## config.mk

```make
export PLATFORM = sky130hd
export DESIGN_NAME = alu_exec
export DESIGN_NICKNAME = d
export VERILOG_FILES = /design/src/shared/alu_exec_pkg.sv /design/src/hw/alu_exec.sv
export VERILOG_INCLUDE_DIRS = /design/src /design/src/shared
export SDC_FILE = /design/constraint.sdc
export NUM_CORES = 1
export LEC_CHECK = 0
export BUFFER_PORTS_ARGS = -buffer_cell sky130_fd_sc_hd__buf_2
export CORE_MARGIN = 1.5
export CORE_UTILIZATION = 49
export DETAILED_ROUTE_END_ITERATION = 10
export PLACE_DENSITY = 0.77
export SYNTH_ARGS = -nofsm -noshare
export SYNTH_HDL_FRONTEND = slang
export SYNTH_SLANG_ARGS = --single-unit
```

## constraint.sdc

```tcl
create_clock -name clk -period 1.92 [get_ports clk]
set_input_delay 0 -clock clk [delete_from_list [all_inputs] [get_ports clk]]
set_output_delay 0 -clock clk [all_outputs]
set_load 0.02 [all_outputs]
```

## src/shared/alu_exec_regs.svh

```systemverilog
// constants of the rotate, subtract, swap and xor execution datapath
`ifndef ALU_EXEC_REGS_SVH
`define ALU_EXEC_REGS_SVH

`define DATA_W 8
`define FILE_ADDR_W 7
`define FILE_ADDR_MAX 7'h7F
`define DEST_ACC 1'h0
`define DEST_FILE 1'h1
`define MSB_BIT 7
`define LO_NIB 3:0
`define HI_NIB 7:4
`define ZERO_BYTE 8'h00
`define ACC_RESET 8'h00

`endif

```

## src/shared/alu_exec_pkg.sv

```systemverilog
// types of the rotate, subtract, swap and xor execution datapath
`include "alu_exec_regs.svh"

package alu_exec_pkg;

    typedef enum logic [2:0] {
        no_op,
        rotate_right_carry_op,
        literal_minus_accumulator_op,
        file_minus_accumulator_op,
        nibble_exchange_op,
        accumulator_xor_file_op,
        accumulator_xor_literal_op
    } op_t;

    typedef struct packed {
        op_t op;
        logic dest;
        logic [`FILE_ADDR_W-1:0] addr;
        logic [`DATA_W-1:0] literal;
        logic [`DATA_W-1:0] file_data;
    } instr_t;

    typedef struct packed {
        logic carry;
        logic digit_carry_flag;
        logic zero;
    } flags_t;

    typedef struct packed {
        logic [`DATA_W-1:0] acc;
        flags_t flags;
        logic file_we;
        logic [`FILE_ADDR_W-1:0] file_addr;
        logic [`DATA_W-1:0] file_wdata;
        logic done;
    } state_t;

endpackage

```

## src/hw/alu_exec.sv

```systemverilog
// execution datapath for rotate, subtract, swap and xor instructions
//
// Behaviour
// - rotate right through carry, only carry changes
// - destination bit picks accumulator or file register
// - literal minus accumulator into accumulator, c dc z
// - file minus accumulator to destination, c dc z
// - swap nibbles of file register, no flags
// - file xor accumulator to destination, zero only
// - literal xor accumulator into accumulator, zero only
`timescale 1ns/10ps
`include "alu_exec_regs.svh"

module alu_exec (
    // clock and reset
    input wire logic clk,
    input wire logic srst,
    // instruction from decoder, one cycle valid strobe
    input wire logic instr_valid,
    input wire alu_exec_pkg::instr_t instr,
    // accumulator and status
    output logic [`DATA_W-1:0] acc,
    output alu_exec_pkg::flags_t flags,
    // file register write-back
    output logic file_we,
    output logic [`FILE_ADDR_W-1:0] file_addr,
    output logic [`DATA_W-1:0] file_wdata,
    // completion pulse
    output logic done
);

    alu_exec_pkg::state_t st_reg;
    alu_exec_pkg::state_t st_next;

    logic [`DATA_W-1:0] result;
    logic [`DATA_W:0] diff;
    logic [4:0] nib_diff;
    logic to_file;

    // ------------------------------------------------------------
    // next state
    // ------------------------------------------------------------

    always_comb begin
        st_next = st_reg;
        st_next.file_we = 1'b0;
        st_next.done = 1'b0;
        result = `ZERO_BYTE;
        diff = '0;
        nib_diff = '0;
        to_file = 1'b0;
        if (instr_valid && instr.op != alu_exec_pkg::no_op) begin
            st_next.done = 1'b1;
            case (instr.op)
                alu_exec_pkg::rotate_right_carry_op: begin
                    result = {st_reg.flags.carry, instr.file_data[`MSB_BIT:1]};
                    st_next.flags.carry = instr.file_data[0];
                    to_file = (instr.dest == `DEST_FILE);
                end
                alu_exec_pkg::literal_minus_accumulator_op: begin
                    // borrow-free when no wrap: add inverted operand plus one
                    diff = {1'b0, instr.literal} + {1'b0, ~st_reg.acc} + 9'h001;
                    nib_diff = {1'b0, instr.literal[`LO_NIB]} + {1'b0, ~st_reg.acc[`LO_NIB]} + 5'h01;
                    result = diff[`DATA_W-1:0];
                    st_next.flags.carry = diff[`DATA_W];
                    st_next.flags.digit_carry_flag = nib_diff[4];
                    st_next.flags.zero = (result == `ZERO_BYTE);
                end
                alu_exec_pkg::file_minus_accumulator_op: begin
                    diff = {1'b0, instr.file_data} + {1'b0, ~st_reg.acc} + 9'h001;
                    nib_diff = {1'b0, instr.file_data[`LO_NIB]} + {1'b0, ~st_reg.acc[`LO_NIB]} + 5'h01;
                    result = diff[`DATA_W-1:0];
                    st_next.flags.carry = diff[`DATA_W];
                    st_next.flags.digit_carry_flag = nib_diff[4];
                    st_next.flags.zero = (result == `ZERO_BYTE);
                    to_file = (instr.dest == `DEST_FILE);
                end
                alu_exec_pkg::nibble_exchange_op: begin
                    result = {instr.file_data[`LO_NIB], instr.file_data[`HI_NIB]};
                    to_file = (instr.dest == `DEST_FILE);
                end
                alu_exec_pkg::accumulator_xor_file_op: begin
                    result = st_reg.acc ^ instr.file_data;
                    st_next.flags.zero = (result == `ZERO_BYTE);
                    to_file = (instr.dest == `DEST_FILE);
                end
                alu_exec_pkg::accumulator_xor_literal_op: begin
                    result = st_reg.acc ^ instr.literal;
                    st_next.flags.zero = (result == `ZERO_BYTE);
                end
                default: begin
                    st_next.done = 1'b0;
                end
            endcase
            if (st_next.done) begin
                if (to_file) begin
                    st_next.file_we = 1'b1;
                    st_next.file_addr = instr.addr;
                    st_next.file_wdata = result;
                end else begin
                    st_next.acc = result;
                end
            end
        end
    end

    // ------------------------------------------------------------
    // registers
    // ------------------------------------------------------------

    always_ff @(posedge clk) begin
        if (srst) begin
            st_reg <= '0;
            st_reg.acc <= `ACC_RESET;
        end else begin
            st_reg <= st_next;
        end
    end

    // ------------------------------------------------------------
    // outputs
    // ------------------------------------------------------------

    assign acc = st_reg.acc;
    assign flags = st_reg.flags;
    assign file_we = st_reg.file_we;
    assign file_addr = st_reg.file_addr;
    assign file_wdata = st_reg.file_wdata;
    assign done = st_reg.done;

    // ------------------------------------------------------------
    // checks
    // ------------------------------------------------------------

    rotate_result_a: assert property (@(posedge clk) disable iff (srst)
        instr_valid && instr.op == alu_exec_pkg::rotate_right_carry_op |=>
        flags.carry == $past(instr.file_data[0]) && flags.zero == $past(flags.zero)
        && flags.digit_carry_flag == $past(flags.digit_carry_flag))
        else $error("rotate carry or flags wrong");

    dest_select_a: assert property (@(posedge clk) disable iff (srst)
        instr_valid && instr.op == alu_exec_pkg::nibble_exchange_op |=>
        file_we == $past(instr.dest) && (file_we || acc == {$past(instr.file_data[3:0]), $past(instr.file_data[7:4])}))
        else $error("destination select wrong");

    lit_sub_a: assert property (@(posedge clk) disable iff (srst)
        instr_valid && instr.op == alu_exec_pkg::literal_minus_accumulator_op |=>
        acc == 8'($past(instr.literal) - $past(acc)) && flags.carry == ($past(instr.literal) >= $past(acc)))
        else $error("literal subtract wrong");

    file_sub_a: assert property (@(posedge clk) disable iff (srst)
        instr_valid && instr.op == alu_exec_pkg::file_minus_accumulator_op && instr.dest == `DEST_FILE |=>
        file_we && file_wdata == 8'($past(instr.file_data) - $past(acc)) && acc == $past(acc))
        else $error("file subtract wrong");

    swap_flags_a: assert property (@(posedge clk) disable iff (srst)
        instr_valid && instr.op == alu_exec_pkg::nibble_exchange_op |=> flags == $past(flags))
        else $error("swap changed flags");

    xor_file_a: assert property (@(posedge clk) disable iff (srst)
        instr_valid && instr.op == alu_exec_pkg::accumulator_xor_file_op |=>
        flags.carry == $past(flags.carry) && flags.zero == (($past(acc) ^ $past(instr.file_data)) == 8'h00))
        else $error("file xor wrong");

    xor_lit_a: assert property (@(posedge clk) disable iff (srst)
        instr_valid && instr.op == alu_exec_pkg::accumulator_xor_literal_op |=>
        !file_we && acc == ($past(acc) ^ $past(instr.literal)))
        else $error("literal xor wrong");

    zero_flag_a: assert property (@(posedge clk) disable iff (srst)
        instr_valid && instr.op == alu_exec_pkg::literal_minus_accumulator_op |=>
        flags.zero == (acc == 8'h00) && flags.digit_carry_flag == ($past(instr.literal[3:0]) >= $past(acc[3:0])))
        else $error("zero or digit carry wrong");

    file_sub_flags_a: assert property (@(posedge clk) disable iff (srst)
        instr_valid && instr.op == alu_exec_pkg::file_minus_accumulator_op |=>
        flags.carry == ($past(instr.file_data) >= $past(acc))
        && flags.digit_carry_flag == ($past(instr.file_data[3:0]) >= $past(acc[3:0]))
        && flags.zero == ($past(instr.file_data) == $past(acc)))
        else $error("file subtract flags wrong");

    file_sub_acc_a: assert property (@(posedge clk) disable iff (srst)
        instr_valid && instr.op == alu_exec_pkg::file_minus_accumulator_op && instr.dest == `DEST_ACC |=>
        !file_we && acc == 8'($past(instr.file_data) - $past(acc)))
        else $error("file subtract to accumulator wrong");

    rotate_file_a: assert property (@(posedge clk) disable iff (srst)
        instr_valid && instr.op == alu_exec_pkg::rotate_right_carry_op && instr.dest == `DEST_FILE |=>
        file_we && file_addr == $past(instr.addr) && acc == $past(acc)
        && file_wdata == {$past(flags.carry), $past(instr.file_data[7:1])})
        else $error("rotate to file wrong");

    rotate_acc_a: assert property (@(posedge clk) disable iff (srst)
        instr_valid && instr.op == alu_exec_pkg::rotate_right_carry_op && instr.dest == `DEST_ACC |=>
        !file_we && acc == {$past(flags.carry), $past(instr.file_data[7:1])})
        else $error("rotate to accumulator wrong");

    swap_file_a: assert property (@(posedge clk) disable iff (srst)
        instr_valid && instr.op == alu_exec_pkg::nibble_exchange_op && instr.dest == `DEST_FILE |=>
        file_wdata == {$past(instr.file_data[3:0]), $past(instr.file_data[7:4])} && acc == $past(acc))
        else $error("swap to file wrong");

    xor_file_dest_a: assert property (@(posedge clk) disable iff (srst)
        instr_valid && instr.op == alu_exec_pkg::accumulator_xor_file_op && instr.dest == `DEST_FILE |=>
        file_we && file_wdata == ($past(acc) ^ $past(instr.file_data))
        && flags.digit_carry_flag == $past(flags.digit_carry_flag) && acc == $past(acc))
        else $error("file xor to file wrong");

    xor_file_acc_a: assert property (@(posedge clk) disable iff (srst)
        instr_valid && instr.op == alu_exec_pkg::accumulator_xor_file_op && instr.dest == `DEST_ACC |=>
        !file_we && acc == ($past(acc) ^ $past(instr.file_data)))
        else $error("file xor to accumulator wrong");

    xor_lit_flags_a: assert property (@(posedge clk) disable iff (srst)
        instr_valid && instr.op == alu_exec_pkg::accumulator_xor_literal_op |=>
        flags.carry == $past(flags.carry) && flags.digit_carry_flag == $past(flags.digit_carry_flag)
        && flags.zero == (acc == 8'h00))
        else $error("literal xor flags wrong");

    exec_done_a: assert property (@(posedge clk) disable iff (srst)
        instr_valid && instr.op != alu_exec_pkg::no_op |=> done)
        else $error("done missing");

    idle_hold_a: assert property (@(posedge clk) disable iff (srst)
        !instr_valid || instr.op == alu_exec_pkg::no_op |=>
        !done && !file_we && acc == $past(acc) && flags == $past(flags))
        else $error("idle cycle changed state");

endmodule

```

# After elaboration in Yosys (flattened, before gate mapping)
# Cells that the tools add are included.
[totals]
register_bits = 28
output_inout_bits = 28
elab_cells = 56
[classes]
mux = 9
n_addsub = 8
bitwise = 7
reduce_logical = 18
eq_ne = 6
[ops]
columns = ["cell", "count"]
rows = [
  ["case mux 8 bit (6 select lines)", 1],
  ["zero test 8 bit", 4],
  ["adder 8 x 8 -> 9 bit", 2],
  ["adder 9 x 1 -> 9 bit (second input constant)", 2],
  ["two-way mux 16 bit", 1],
  ["bitwise XOR 8 bit", 2],
  ["adder 4 x 4 -> 5 bit", 2],
  ["adder 5 x 1 -> 5 bit (second input constant)", 2],
  ["== test 3 bit (second input constant)", 3],
  ["inverter 8 bit", 1],
  ["== test 3 x 2 -> 1 bit (second input constant)", 2],
  ["AND reduction 2 bit", 3],
  ["AND reduction 3 bit", 2],
  ["nonzero test 3 bit", 2],
  ["OR reduction 6 bit", 1],
  ["two-way mux 1 bit", 4],
  ["inverter 4 bit", 1],
  ["case mux 1 bit (4 select lines)", 1],
  ["nonzero test 4 bit", 1],
  ["OR reduction 4 bit", 1],
  ["== test 3 x 1 -> 1 bit (second input constant)", 1],
  ["inverter 1 bit", 3],
  ["case mux 1 bit (3 select lines)", 1],
  ["OR reduction 3 bit", 1],
  ["other kinds (4)", 4],
]

# Logic depth before layout (Yosys ltp)
# Gate-level depths: netlist of run 1.
[depth]
ltp_word = 6
depth_mapped = 10
ltp_nobuf = 10

# Worst setup path after synthesis of run 1
# OpenSTA, ideal clock, no wires.
[synth_path]
path_kind = "register to register"
from = "register, netlist name acc[0]"
to = "register, netlist name acc[6]"
setup_time_ns = 0.086
path_slack_ns = -0.376
stages_incl_launch_ff = 10
t_arrival_ns = 2.210
synth_period_minus_slack_ns = 2.296
path_cell_list = "dfxtp_1 -> ha_1 -> inv_1 -> fa_1 -> a211oi_1 -> o31a_1 -> nor2_1 -> xnor2_1 -> o221a_2 -> a211oi_1"
[synth_via]
elab_chain_len = 4
[synth_lines]
columns = ["item", "line_no", "rtl"]
rows = [
  ["inverter 8 bit *", "alu_exec.sv:62, alu_exec.sv:70", ""],
  ["adder 8 x 8 -> 9 bit, on equally long branches", "alu_exec.sv:70, alu_exec.sv:62", ""],
  ["adder 9 x 1 -> 9 bit, on equally long branches", "alu_exec.sv:70, alu_exec.sv:62", ""],
  ["case mux 8 bit (6 select lines) *", "alu_exec.sv:54", "case (instr.op)"],
]
# Mark *: on every way between the ends. The rest lies on a longest branch, timed or not.
# A chain may end at the register's enable or synchronous reset.

# Worst setup path in the final report of run 1
[layout_path]
from = "register, netlist name acc[0]"
to = "register st_reg, in the netlist flags[0]"
[layout_via]
elab_chain_len = 5
[layout_lines]
columns = ["item", "line_no", "rtl"]
rows = [
  ["inverter 8 bit", "alu_exec.sv:62, alu_exec.sv:70", ""],
  ["adder 8 x 8 -> 9 bit, on equally long branches", "alu_exec.sv:70, alu_exec.sv:62", ""],
  ["adder 9 x 1 -> 9 bit, on equally long branches", "alu_exec.sv:70, alu_exec.sv:62", ""],
  ["zero test 8 bit (no line)", "n/a", ""],
  ["case mux 1 bit (4 select lines) *", "alu_exec.sv:54", ""],
  ["end signal: assignment", "alu_exec.sv:116", "st_reg <= st_next;"],
  ["end: declaration", "alu_exec.sv:32", "alu_exec_pkg::state_t st_reg;"],
]
# Marked as above.

==> results.cfg, run 1 <==
[critical_path]
critPathMaxFanout = 3
cp-end-kind = register
crit_required_ns = 2.15
crit_arrival_ns = 2.37
cp-start-kind = register
critical_path_class = register to register

[routing]
detail-route-antenna-nets = 0
drtPass1Iterations = 5
finalWirelength_um = 7630
drc = 0
vias_per_cell = 5.81
wl_per_cell_um = 17.1
drt_iter0_markers = 263
vias = 2592

[synth]
synth.mux.area_fraction = 0.0317
synth_edf_count = 0
synth-compound-area-share = 0.274
synth_top_family_by_area = compound AO/OA/AOI/OAI gates
ys.warnings.count = 0
yosys_register_bits = 28
synthFlopType = dfxtp_1
synth_cell_types = 62
synth_nets = 344
ys_seq_area_frac = 0.236
synth_area_per_cell_sq_um = 8.18
synth_cells = 290
yosys.area_share.simple = 0.190
synth_area_sq_mm = 0.00237
synth_xor_xnor_area_share = 0.0332
yosys.area_share.adder = 0.133
async_flop_share = 0

[pwr]
vdd_drop_max_v = 0.000365
p_seq_frac = 0.305
internal-power_mw = 1.31
clock_power_share = 0.181
power_frac_comb = 0.514
switching_share = 0.366
switchingPower_uw = 759
powerDensity_mw_per_mm2 = 606
leakagePower_nw = 1.48

[layout]
area_growth_pct = 44.1
final_cell_area_sq_mm = 0.00342
fin_nets = 447
fill_cells = 369
drive_above_1_share = 0.459
layout_common_cells = buf_2 (57), buf_4 (49), nor2_1 (32)
layout_commonest_cell = buf_2
fin_util = 0.728
antenna_cells = 0

[clocking]
clock_insertion_delay_worst_skew_ns = 0.28
cts_made_buffers = 3
cts_root_buf = clkbuf_8
h-tree-depth = 1
clk_pin_slew_ns = 0.10
cts_tree = yes
cts.path.max_buffers = 2
cts_sinks = 28

[floorplanning]
start_util = 0.505
core_sq_mm = 0.00469
die_w_um = 72.6
num_rows = 25
dieArea_sq_mm = 0.00526
pin_count = 58
die_h_um = 72.6

[sta]
fin_skew_ns = 0.00918
maxSlewViolCount = 0
fin_crit_ns = 2.14
fin_crit_sh = 1.11
setup_ws_ns = -0.221
setup_violations = 8
max_freq_mhz = 467
rsz0062_at_grt = yes
worst_pin_slew_ns = 0.483
hold_viol = 0
slew_headroom = 0.676

[global_routing]
grt_pass1_vias = 2401
grt_pass1_wl_um = 11700
antenna_found_initial = 0
globalRoute.totalOverflow = 0
track_usage = 0.283
grt_max_degree = 28

[placed_design]
dpl-instance-area_sq_mm = 0.00303
gp_congestion = 0.906
io_buffers = 57
hpwlAfterDp_um = 5640

[outcome]
outcome = complete, but fails checks
violations = negative setup slack

[job]
cap_violations = 0

[worst_hold_path]
hp-class = input port to register
[area by class of cell]
cell class,count,area (sq um),area share
inverters,29,114,0.0333
well taps,54,67.6,0.0198
repair buffers,113,723,0.212
clock buffers,4,55.1,0.0161
multi-input cells,218,1880,0.551
flip-flops and latches,28,574,0.168
[cells in the mapped netlist, types with 2 or more instances]
library cell / n / share of area
clkbuf_1: 5 / 0.0079
nand2_1: 23 / 0.036
a21o_1: 3 / 0.0095
o2111ai_1: 2 / 0.0074
nand2b_1: 5 / 0.013
xnor2_1: 6 / 0.022
a21oi_1: 16 / 0.034
mux2_2: 4 / 0.019
o21bai_1: 2 / 0.0063
xor2_1: 3 / 0.011
o221a_2: 2 / 0.0095
nor3_1: 3 / 0.0063
o31a_1: 2 / 0.0074
nand4_1: 3 / 0.0079
nor2b_1: 3 / 0.0079
a311oi_1: 4 / 0.015
or3_1: 2 / 0.0053
clkbuf_8: 5 / 0.029
mux2i_1: 3 / 0.013
a22oi_1: 3 / 0.0095
dfxtp_1: 28 / 0.24
ha_1: 22 / 0.12
fa_1: 2 / 0.017
o21a_1: 4 / 0.013
o21ai_1: 2 / 0.0042
or4_1: 3 / 0.0095
a211oi_1: 15 / 0.047
nand3_1: 3 / 0.0063
a222oi_1: 5 / 0.021
or3b_2: 2 / 0.0074
inv_1: 29 / 0.046
nor2b_4: 2 / 0.012
nor2_1: 35 / 0.055
o21ai_0: 11 / 0.023
[metal layers]
layer,wire length (um),GRT usage
met1,3170,0.364
met2,3830,0.490
met3,436,0.0431
met4,188,0.0818
met5,0,0
[through the flow]
step	cells	hold slack (ns)	power (mW)	setup TNS (ns)	setup WS [ns]
3_5_place_dp	432	0.246	1.53	-1.38	-0.215
2_1_floorplan	290	0.136	1.19	-0.725	-0.136
3_3_place_gp	432	0.240	1.52	-1.10	-0.178
6_report	446	0.129	2.07	-1.21	-0.221
5_1_grt	446	0.132	2.18	-2.47	-0.308
4_1_cts	446	0.131	1.96	-1.32	-0.196
[worst paths after layout]
check                                  from                        end  slack, ns  cells past startpoint
setup / recovery        acc[0]$_SDFFE_PP0P_      flags[0]$_SDFFE_PP0P_      -0.22                     10
hold / removal                         srst      flags[0]$_SDFFE_PP0P_       0.13                      3
setup reg to reg        acc[0]$_SDFFE_PP0P_      flags[0]$_SDFFE_PP0P_      -0.22                     10
hold reg to reg   file_addr[5]$_SDFFE_PP0P_  file_addr[5]$_SDFFE_PP0P_       0.46                      2
[power by group through the flow]
stage          combinational [mW]  clock [mW]  sequential, mW
2_1_floorplan               0.512           0           0.681
3_3_place_gp                0.875           0           0.641
3_5_place_dp                0.886           0           0.642
4_1_cts                     0.951       0.381           0.630
5_1_grt                      1.14       0.396           0.634
6_report                     1.07       0.374           0.631
[flip-flops by register name, indices dropped and copies added, names as in the netlist]
name and flops:
file_addr 7, file_wdata 8, acc 8, done 1
flags 3, file_we 1
[critical path, cell delays in order (launching register included)]
cell       delay [ns]
dfxtp_4          0.38
ha_4             0.13
inv_2            0.03
fa_2             0.34
a21o_1           0.20
a21oi_4          0.21
xnor2_2          0.09
buf_4            0.15
a2111oi_4        0.30
o2111ai_1        0.17
o21ai_1          0.09
[what timing repair did]
item | CTS | global route
setup endpoints to repair | 10 | 17
pin swaps | 13 | 21
hold buffers | 7 | 0
buffers inserted | 3 | 0
gates resized for setup | 14 | 36
endpoints found under the hold margin | 7 | 0
[cells by family after synthesis]
family          Yosys count
compound gates           88
buf+inv                  44
simple gates             90
xor+xnor                  9
fa+ha+maj                24
flops                    28
mux                       7
No activity file was read; power rests on OpenSTA's default activity.
==> inputs of run 2 (changes only) <==
--- a/config.mk
+++ b/config.mk
@@ -6,6 +6,7 @@
 export SDC_FILE = /design/constraint.sdc
 export NUM_CORES = 1
 export LEC_CHECK = 0
+export ABC_AREA = 1
 export BUFFER_PORTS_ARGS = -buffer_cell sky130_fd_sc_hd__buf_2
 export CORE_MARGIN = 1.5
 export CORE_UTILIZATION = 49
==> run 2 against run 1 <==
  * The run now ends clean
  * Critical path depth rose by 1
  * Fmax is 13% higher
  * Highest routed layer unchanged
  * Largest power group unchanged
  * Routed wire length is 9.7% lower
  * Critical endpoint is now flags[2]$_SDFFE_PP0P_
  * Clock power decreased by 18%
  * Combinational power decreased by 22%
  * Sequential share of layout area up 1.7 points
==> results.cfg, run 2 <==
[floorplanning]
dieArea_sq_mm = 0.00532
die_h_um = 72.9
num_rows = 25
start_util = 0.507
die_w_um = 72.9
core_sq_mm = 0.00472
pin_count = 58

[sta]
maxSlewViolCount = 0
slew_headroom = 0.579
worst_pin_slew_ns = 0.631
setup_tns_ns = 0
setup_violations = 0
max_freq_mhz = 528
fin_crit_sh = 0.986
rsz0062_at_grt = yes
hold_viol = 0
fin_crit_ns = 1.89
setup_ws_ns = 0.0273
fin_skew_ns = 0.00432

[clocking]
clock_insertion_delay_worst_skew_ns = 0.27
cts_tree = yes
cts_made_buffers = 3
clk_pin_slew_ns = 0.09
cts_sinks = 28
cts.path.max_buffers = 2
h-tree-depth = 1
cts_root_buf = clkbuf_8

[layout]
final_cell_area_sq_mm = 0.00305
fin_nets = 497
layout_commonest_cell = nand2_1
fin_util = 0.647
drive_above_1_share = 0.247
antenna_cells = 0
layout_common_cells = nand2_1 (74), buf_2 (57), nor2_1 (56)
fill_cells = 411
area_growth_pct = 27.5
finalNonFillerCells = 508

[pwr]
internal-power_mw = 1.09
switchingPower_uw = 695
switching_share = 0.390
vdd_drop_max_v = 0.000396
power_frac_comb = 0.469
p_seq_frac = 0.359
clock_power_share = 0.172
leakagePower_nw = 1.58
powerDensity_mw_per_mm2 = 584

[synth]
synth_area_leaders = dfxtp_1 (23%), nand2_1 (12%), ha_1 (11%)
async_flop_share = 0
synth_cells = 372
synth_top_area_cell = dfxtp_1
yosys_register_bits = 28
yosys-top-cells-count = nand2_1 (77), inv_1 (56), nor2_1 (56)
synth_area_per_cell_sq_um = 6.44
ys.warnings.count = 0
synth_cell_types = 36
synth_nets = 426
yosysTopAreaCellShare = 0.234
yosysMostFrequentCell = nand2_1
synth_area_sq_mm = 0.00240
synthFlopType = dfxtp_1
synth_edf_count = 0
ys_seq_area_frac = 0.234

[global_routing]
track_usage = 0.262
grt_pass1_vias = 2394
grt_max_degree = 24
globalRoute.totalOverflow = 0
antenna_found_initial = 0
grt_pass1_wl_um = 10900

[critical_path]
crit_buf_inv = 3
crit_arrival_ns = 2.06
critPathMaxFanout = 5
path_cells = ha_4 -> inv_4 -> fa_2 -> nand3_1 -> nand3_2 -> buf_4 -> buf_4 -> nand2_1 -> a31oi_1 -> nor2_1 -> nor2_1
crit_required_ns = 2.08
cp-start-kind = register
reg2reg_depth = 11
path_delay_family = adder cells
cp-end-kind = register
rrSetupSlack_ns = 0.03
cpPeakStageDelay_ns = 0.40
critical_path_class = register to register
cp.depth = 11
critPathSlowestCell = fa_2

[routing]
met1_length_um = 3000
dr_wl_met3_um = 506
wl_met2_um = 3160
finalWirelength_um = 6880
highest_layer = met4
vias = 2691
detail-route-antenna-nets = 0
drt_iter0_markers = 266
drtPass1Iterations = 5
drc = 0
vias_per_cell = 5.30
wl_per_cell_um = 13.5

[worst_hold_path]
hp-class = input port to register
worstHoldPathCells = 5

[placed_design]
placedCellCount = 494
io_buffers = 57
pre_cts_ws_ns = -0.0454
hpwlAfterDp_um = 5370
gp_congestion = 0.968
dpl-instance-area_sq_mm = 0.00275

[outcome]
outcome = finished clean

[job]
cap_violations = 0
==> run 2: changes by cell type after synthesis, moves of 6 or more <==
| cell | delta |
|---|---|
| inv_1 | +27 |
| o21ai_0 | +6 |
| o22ai_1 | +12 |
| nor2_1 | +21 |
| nand2_1 | +54 |
| a211oi_1 | -15 |
| xnor2_1 | -6 |
| nand3_1 | +23 |
==> run 2: timing repair <==
action / CTS / global route
endpoints found under the setup margin: 2 / 13
setup buffers: 0 / 3
resized for setup: 1 / 31
hold buffers: 8 / 0
hold endpoints to repair: 12 / 0
pin swaps: 0 / 10
==> run 2: cell families after synthesis <==
| family | share of synthesized area |
|---|---|
| AO/OA/AOI/OAI | 0.180 |
| XOR/XNOR | 0.00366 |
| adder cells (fa/ha/maj) | 0.132 |
| buffers and inverters | 0.117 |
| flip-flops | 0.234 |
| AND/OR/NAND/NOR | 0.333 |
==> run 2: power groups by stage <==
stage	logic, mW	clock network (mW)	registers [mW]
floorplan	0.477	0	0.696
global placement	0.717	0	0.650
detailed placement	0.722	0	0.651
CTS	0.741	0.317	0.638
global route	0.934	0.330	0.645
finish	0.836	0.307	0.640
==> run 2: final cells by class <==
class                   count  area [sq um]  area share
inverters                  60           236      0.0774
well taps                  67          83.8      0.0274
clock buffers               3          41.3      0.0135
repair buffers             72           418       0.137
flip-flops and latches     28           564       0.185
multi-input cells         278          1710       0.560
==> run 2: path summary, 6_finish.rpt <==
| path | from | end |
|---|---|---|
| max | acc[0]$_SDFFE_PP0P_ | flags[2]$_SDFFE_PP0P_ |
| min | instr_valid | done$_SDFF_PP0_ |
| max reg2reg | acc[0]$_SDFFE_PP0P_ | flags[2]$_SDFFE_PP0P_ |
| min reg2reg | file_wdata[3]$_SDFFE_PP0P_ | file_wdata[3]$_SDFFE_PP0P_ |
==> run 2: routing by layer <==
layer,vias to the layer above,GRT usage
met5,-,0
met4,0,0.105
met3,18,0.0470
met2,118,0.412
met1,1199,0.354
li1,1356,-
==> run 2: metrics by stage <==
step	power, mW	hold WS [ns]
floorplan	1.17	0.0691
global placement	1.37	0.222
detailed placement	1.37	0.229
CTS	1.70	0.170
global route	1.91	0.201
finish	1.78	0.162
==> run 2: tightest hold or removal path: cells and delay by family <==
family	cells	cell delay (ns)
AOI/OAI and AO/OA	1	0.09
buffers and inverters	2	0.16
and+or+nand+nor	2	0.15
==> inputs of run 3 (changes only) <==
--- a/config.mk
+++ b/config.mk
@@ -6,12 +6,12 @@
 export SDC_FILE = /design/constraint.sdc
 export NUM_CORES = 1
 export LEC_CHECK = 0
-export ABC_AREA = 1
 export BUFFER_PORTS_ARGS = -buffer_cell sky130_fd_sc_hd__buf_2
 export CORE_MARGIN = 1.5
 export CORE_UTILIZATION = 49
 export DETAILED_ROUTE_END_ITERATION = 10
 export PLACE_DENSITY = 0.77
+export RECOVER_POWER = 25
 export SYNTH_ARGS = -nofsm -noshare
 export SYNTH_HDL_FRONTEND = slang
 export SYNTH_SLANG_ARGS = --single-unit
==> run 3 against run 2 <==
  * The flow now finishes with violations (negative setup slack)
  * Largest cell class unchanged
  * Clock skew up 0.0054 ns
  * Sequential power down 1%
  * Final cell count down 12%
  * Global-route usage up 2.1 points
  * Critical path depth down 1
==> results.cfg, run 3 (synthesis results as in run 1) <==
[floorplanning]
num_rows = 25
core_sq_mm = 0.00469
die_w_um = 72.6
die_h_um = 72.6
pin_count = 58
start_util = 0.505
dieArea_sq_mm = 0.00526

[worst_hold_path]
hp-class = input port to register

[routing]
drt_iter0_markers = 262
detail-route-antenna-nets = 0
dr_wl_met3_um = 406
wl_per_cell_um = 17.1
finalWirelength_um = 7640
vias_per_cell = 5.80
highest_layer = met4
drc = 0
drtPass1Iterations = 7
wl_met2_um = 3830
met1_length_um = 3220
vias = 2589

[layout]
layout_common_cells = buf_4 (49), buf_2 (47), nor2_1 (32)
fin_nets = 447
drive_above_1_share = 0.434
antenna_cells = 0
fill_cells = 373
fin_util = 0.726
area_growth_pct = 43.6
layout_commonest_cell = buf_4

[critical_path]
crit_required_ns = 2.15
cp-end-kind = register
crit_arrival_ns = 2.37
cpPeakStageDelay_ns = 0.38
critPathMaxFanout = 3
cp-start-kind = register
path_cells = ha_4 -> inv_2 -> fa_2 -> a21o_1 -> a21oi_4 -> xnor2_2 -> buf_4 -> a2111oi_4 -> o2111ai_1 -> o21ai_1
critPathSlowestCell = dfxtp_4
critical_path_class = register to register

[sta]
maxSlewViolCount = 0
setup_ws_ns = -0.219
setup_tns_ns = -1.16
slew_headroom = 0.676
setup_violations = 8
rsz0062_at_grt = yes
worst_pin_slew_ns = 0.483
fin_crit_ns = 2.14
max_freq_mhz = 467
fin_skew_ns = 0.00976
hold_viol = 0
worst_hold_slack_ns = 0.128
fin_crit_sh = 1.11

[clocking]
cts_root_buf = clkbuf_8
h-tree-depth = 1
clock_insertion_delay_worst_skew_ns = 0.28
cts_made_buffers = 3
clk_pin_slew_ns = 0.10
cts_tree = yes
cts.path.max_buffers = 2
cts_sinks = 28

[placed_design]
hpwlAfterDp_um = 5640
gp_congestion = 0.906
io_buffers = 57
pre_cts_ws_ns = -0.215

[pwr]
switchingPower_uw = 759
powerDensity_mw_per_mm2 = 608
power_frac_comb = 0.514
vdd_drop_max_v = 0.000364
leakagePower_nw = 1.44
internal-power_mw = 1.31
switching_share = 0.367
p_seq_frac = 0.305
clock_power_share = 0.181

[global_routing]
grt_pass1_vias = 2401
track_usage = 0.283
grt_max_degree = 28
globalRoute.totalOverflow = 0
grt_pass1_wl_um = 11700
antenna_found_initial = 0

[outcome]
violations = negative setup slack
outcome = complete, but fails checks

[job]
cap_violations = 0
[run 3: changes by cell type in the layout (fill, tap and decap cells not counted), moves of 6 or more]
| cell | delta |
|---|---|
| a211oi_1 | +9 |
| a211oi_2 | +6 |
| buf_2 | -10 |
| buf_4 | +42 |
| clkbuf_1 | +10 |
| dfxtp_1 | -6 |
| inv_1 | -27 |
| nand2_1 | -51 |
| nand2_2 | -6 |
| nand3_1 | -22 |
| nor2_1 | -24 |
| o21ai_0 | -11 |
| o22ai_1 | -12 |
[run 3: final cells by class]
class / instances / area (sq um) / share of cell area
Clock buffer: 4 / 55.1 / 0.0162
Multi-Input combinational cell: 218 / 1880 / 0.553
Tap cell: 54 / 67.6 / 0.0198
Timing Repair Buffer: 113 / 711 / 0.209
Inverter: 29 / 114 / 0.0334
Sequential cell: 28 / 574 / 0.169
[run 3: path summary, 6_finish.rpt]
path,startpoint,to,slack [ns],cells after the start
setup reg to reg,acc[0]$_SDFFE_PP0P_,flags[0]$_SDFFE_PP0P_,-0.22,10
hold / removal,srst,flags[0]$_SDFFE_PP0P_,0.13,3
hold reg to reg,file_addr[5]$_SDFFE_PP0P_,file_addr[5]$_SDFFE_PP0P_,0.47,2
setup / recovery,acc[0]$_SDFFE_PP0P_,flags[0]$_SDFFE_PP0P_,-0.22,10
[run 3: power groups by stage]
stage	Clock [mW]	Combinational, mW	Sequential (mW)
floorplan	0	0.512	0.681
global placement	0	0.875	0.641
detailed placement	0	0.886	0.642
CTS	0.381	0.951	0.630
global route	0.396	1.14	0.635
finish	0.374	1.06	0.632
[run 3: metrics by stage]
step	power, mW	cells	area (sq um)
global route	2.17	446	3400
global placement	1.52	432	3030
CTS	1.96	446	3250
detailed placement	1.53	432	3030
finish	2.07	446	3400
floorplan	1.19	290	2460
[run 3: critical path, delay by kind of cell, from the launching register on]
family          cells  cell delay (ns)
buf+inv             2             0.18
compound gates      5             0.97
xor+xnor            1             0.09
fa+ha+maj           2             0.47
flops               1             0.38
[run 3: routing by layer]
metal / up-vias / GRT usage
met4: 0 / 0.0818
li1: 1256 / -
met1: 1216 / 0.364
met3: 22 / 0.0431
met2: 95 / 0.490
met5: - / 0
[run 3: timing repair]
| action | in CTS | in global routing |
|---|---|---|
| hold buffers | 7 | 0 |
| pin swaps | 13 | 21 |
| setup endpoints to repair | 10 | 17 |
| setup buffers | 3 | 0 |
| endpoints found under the hold margin | 7 | 0 |
| resized for setup | 14 | 36 |
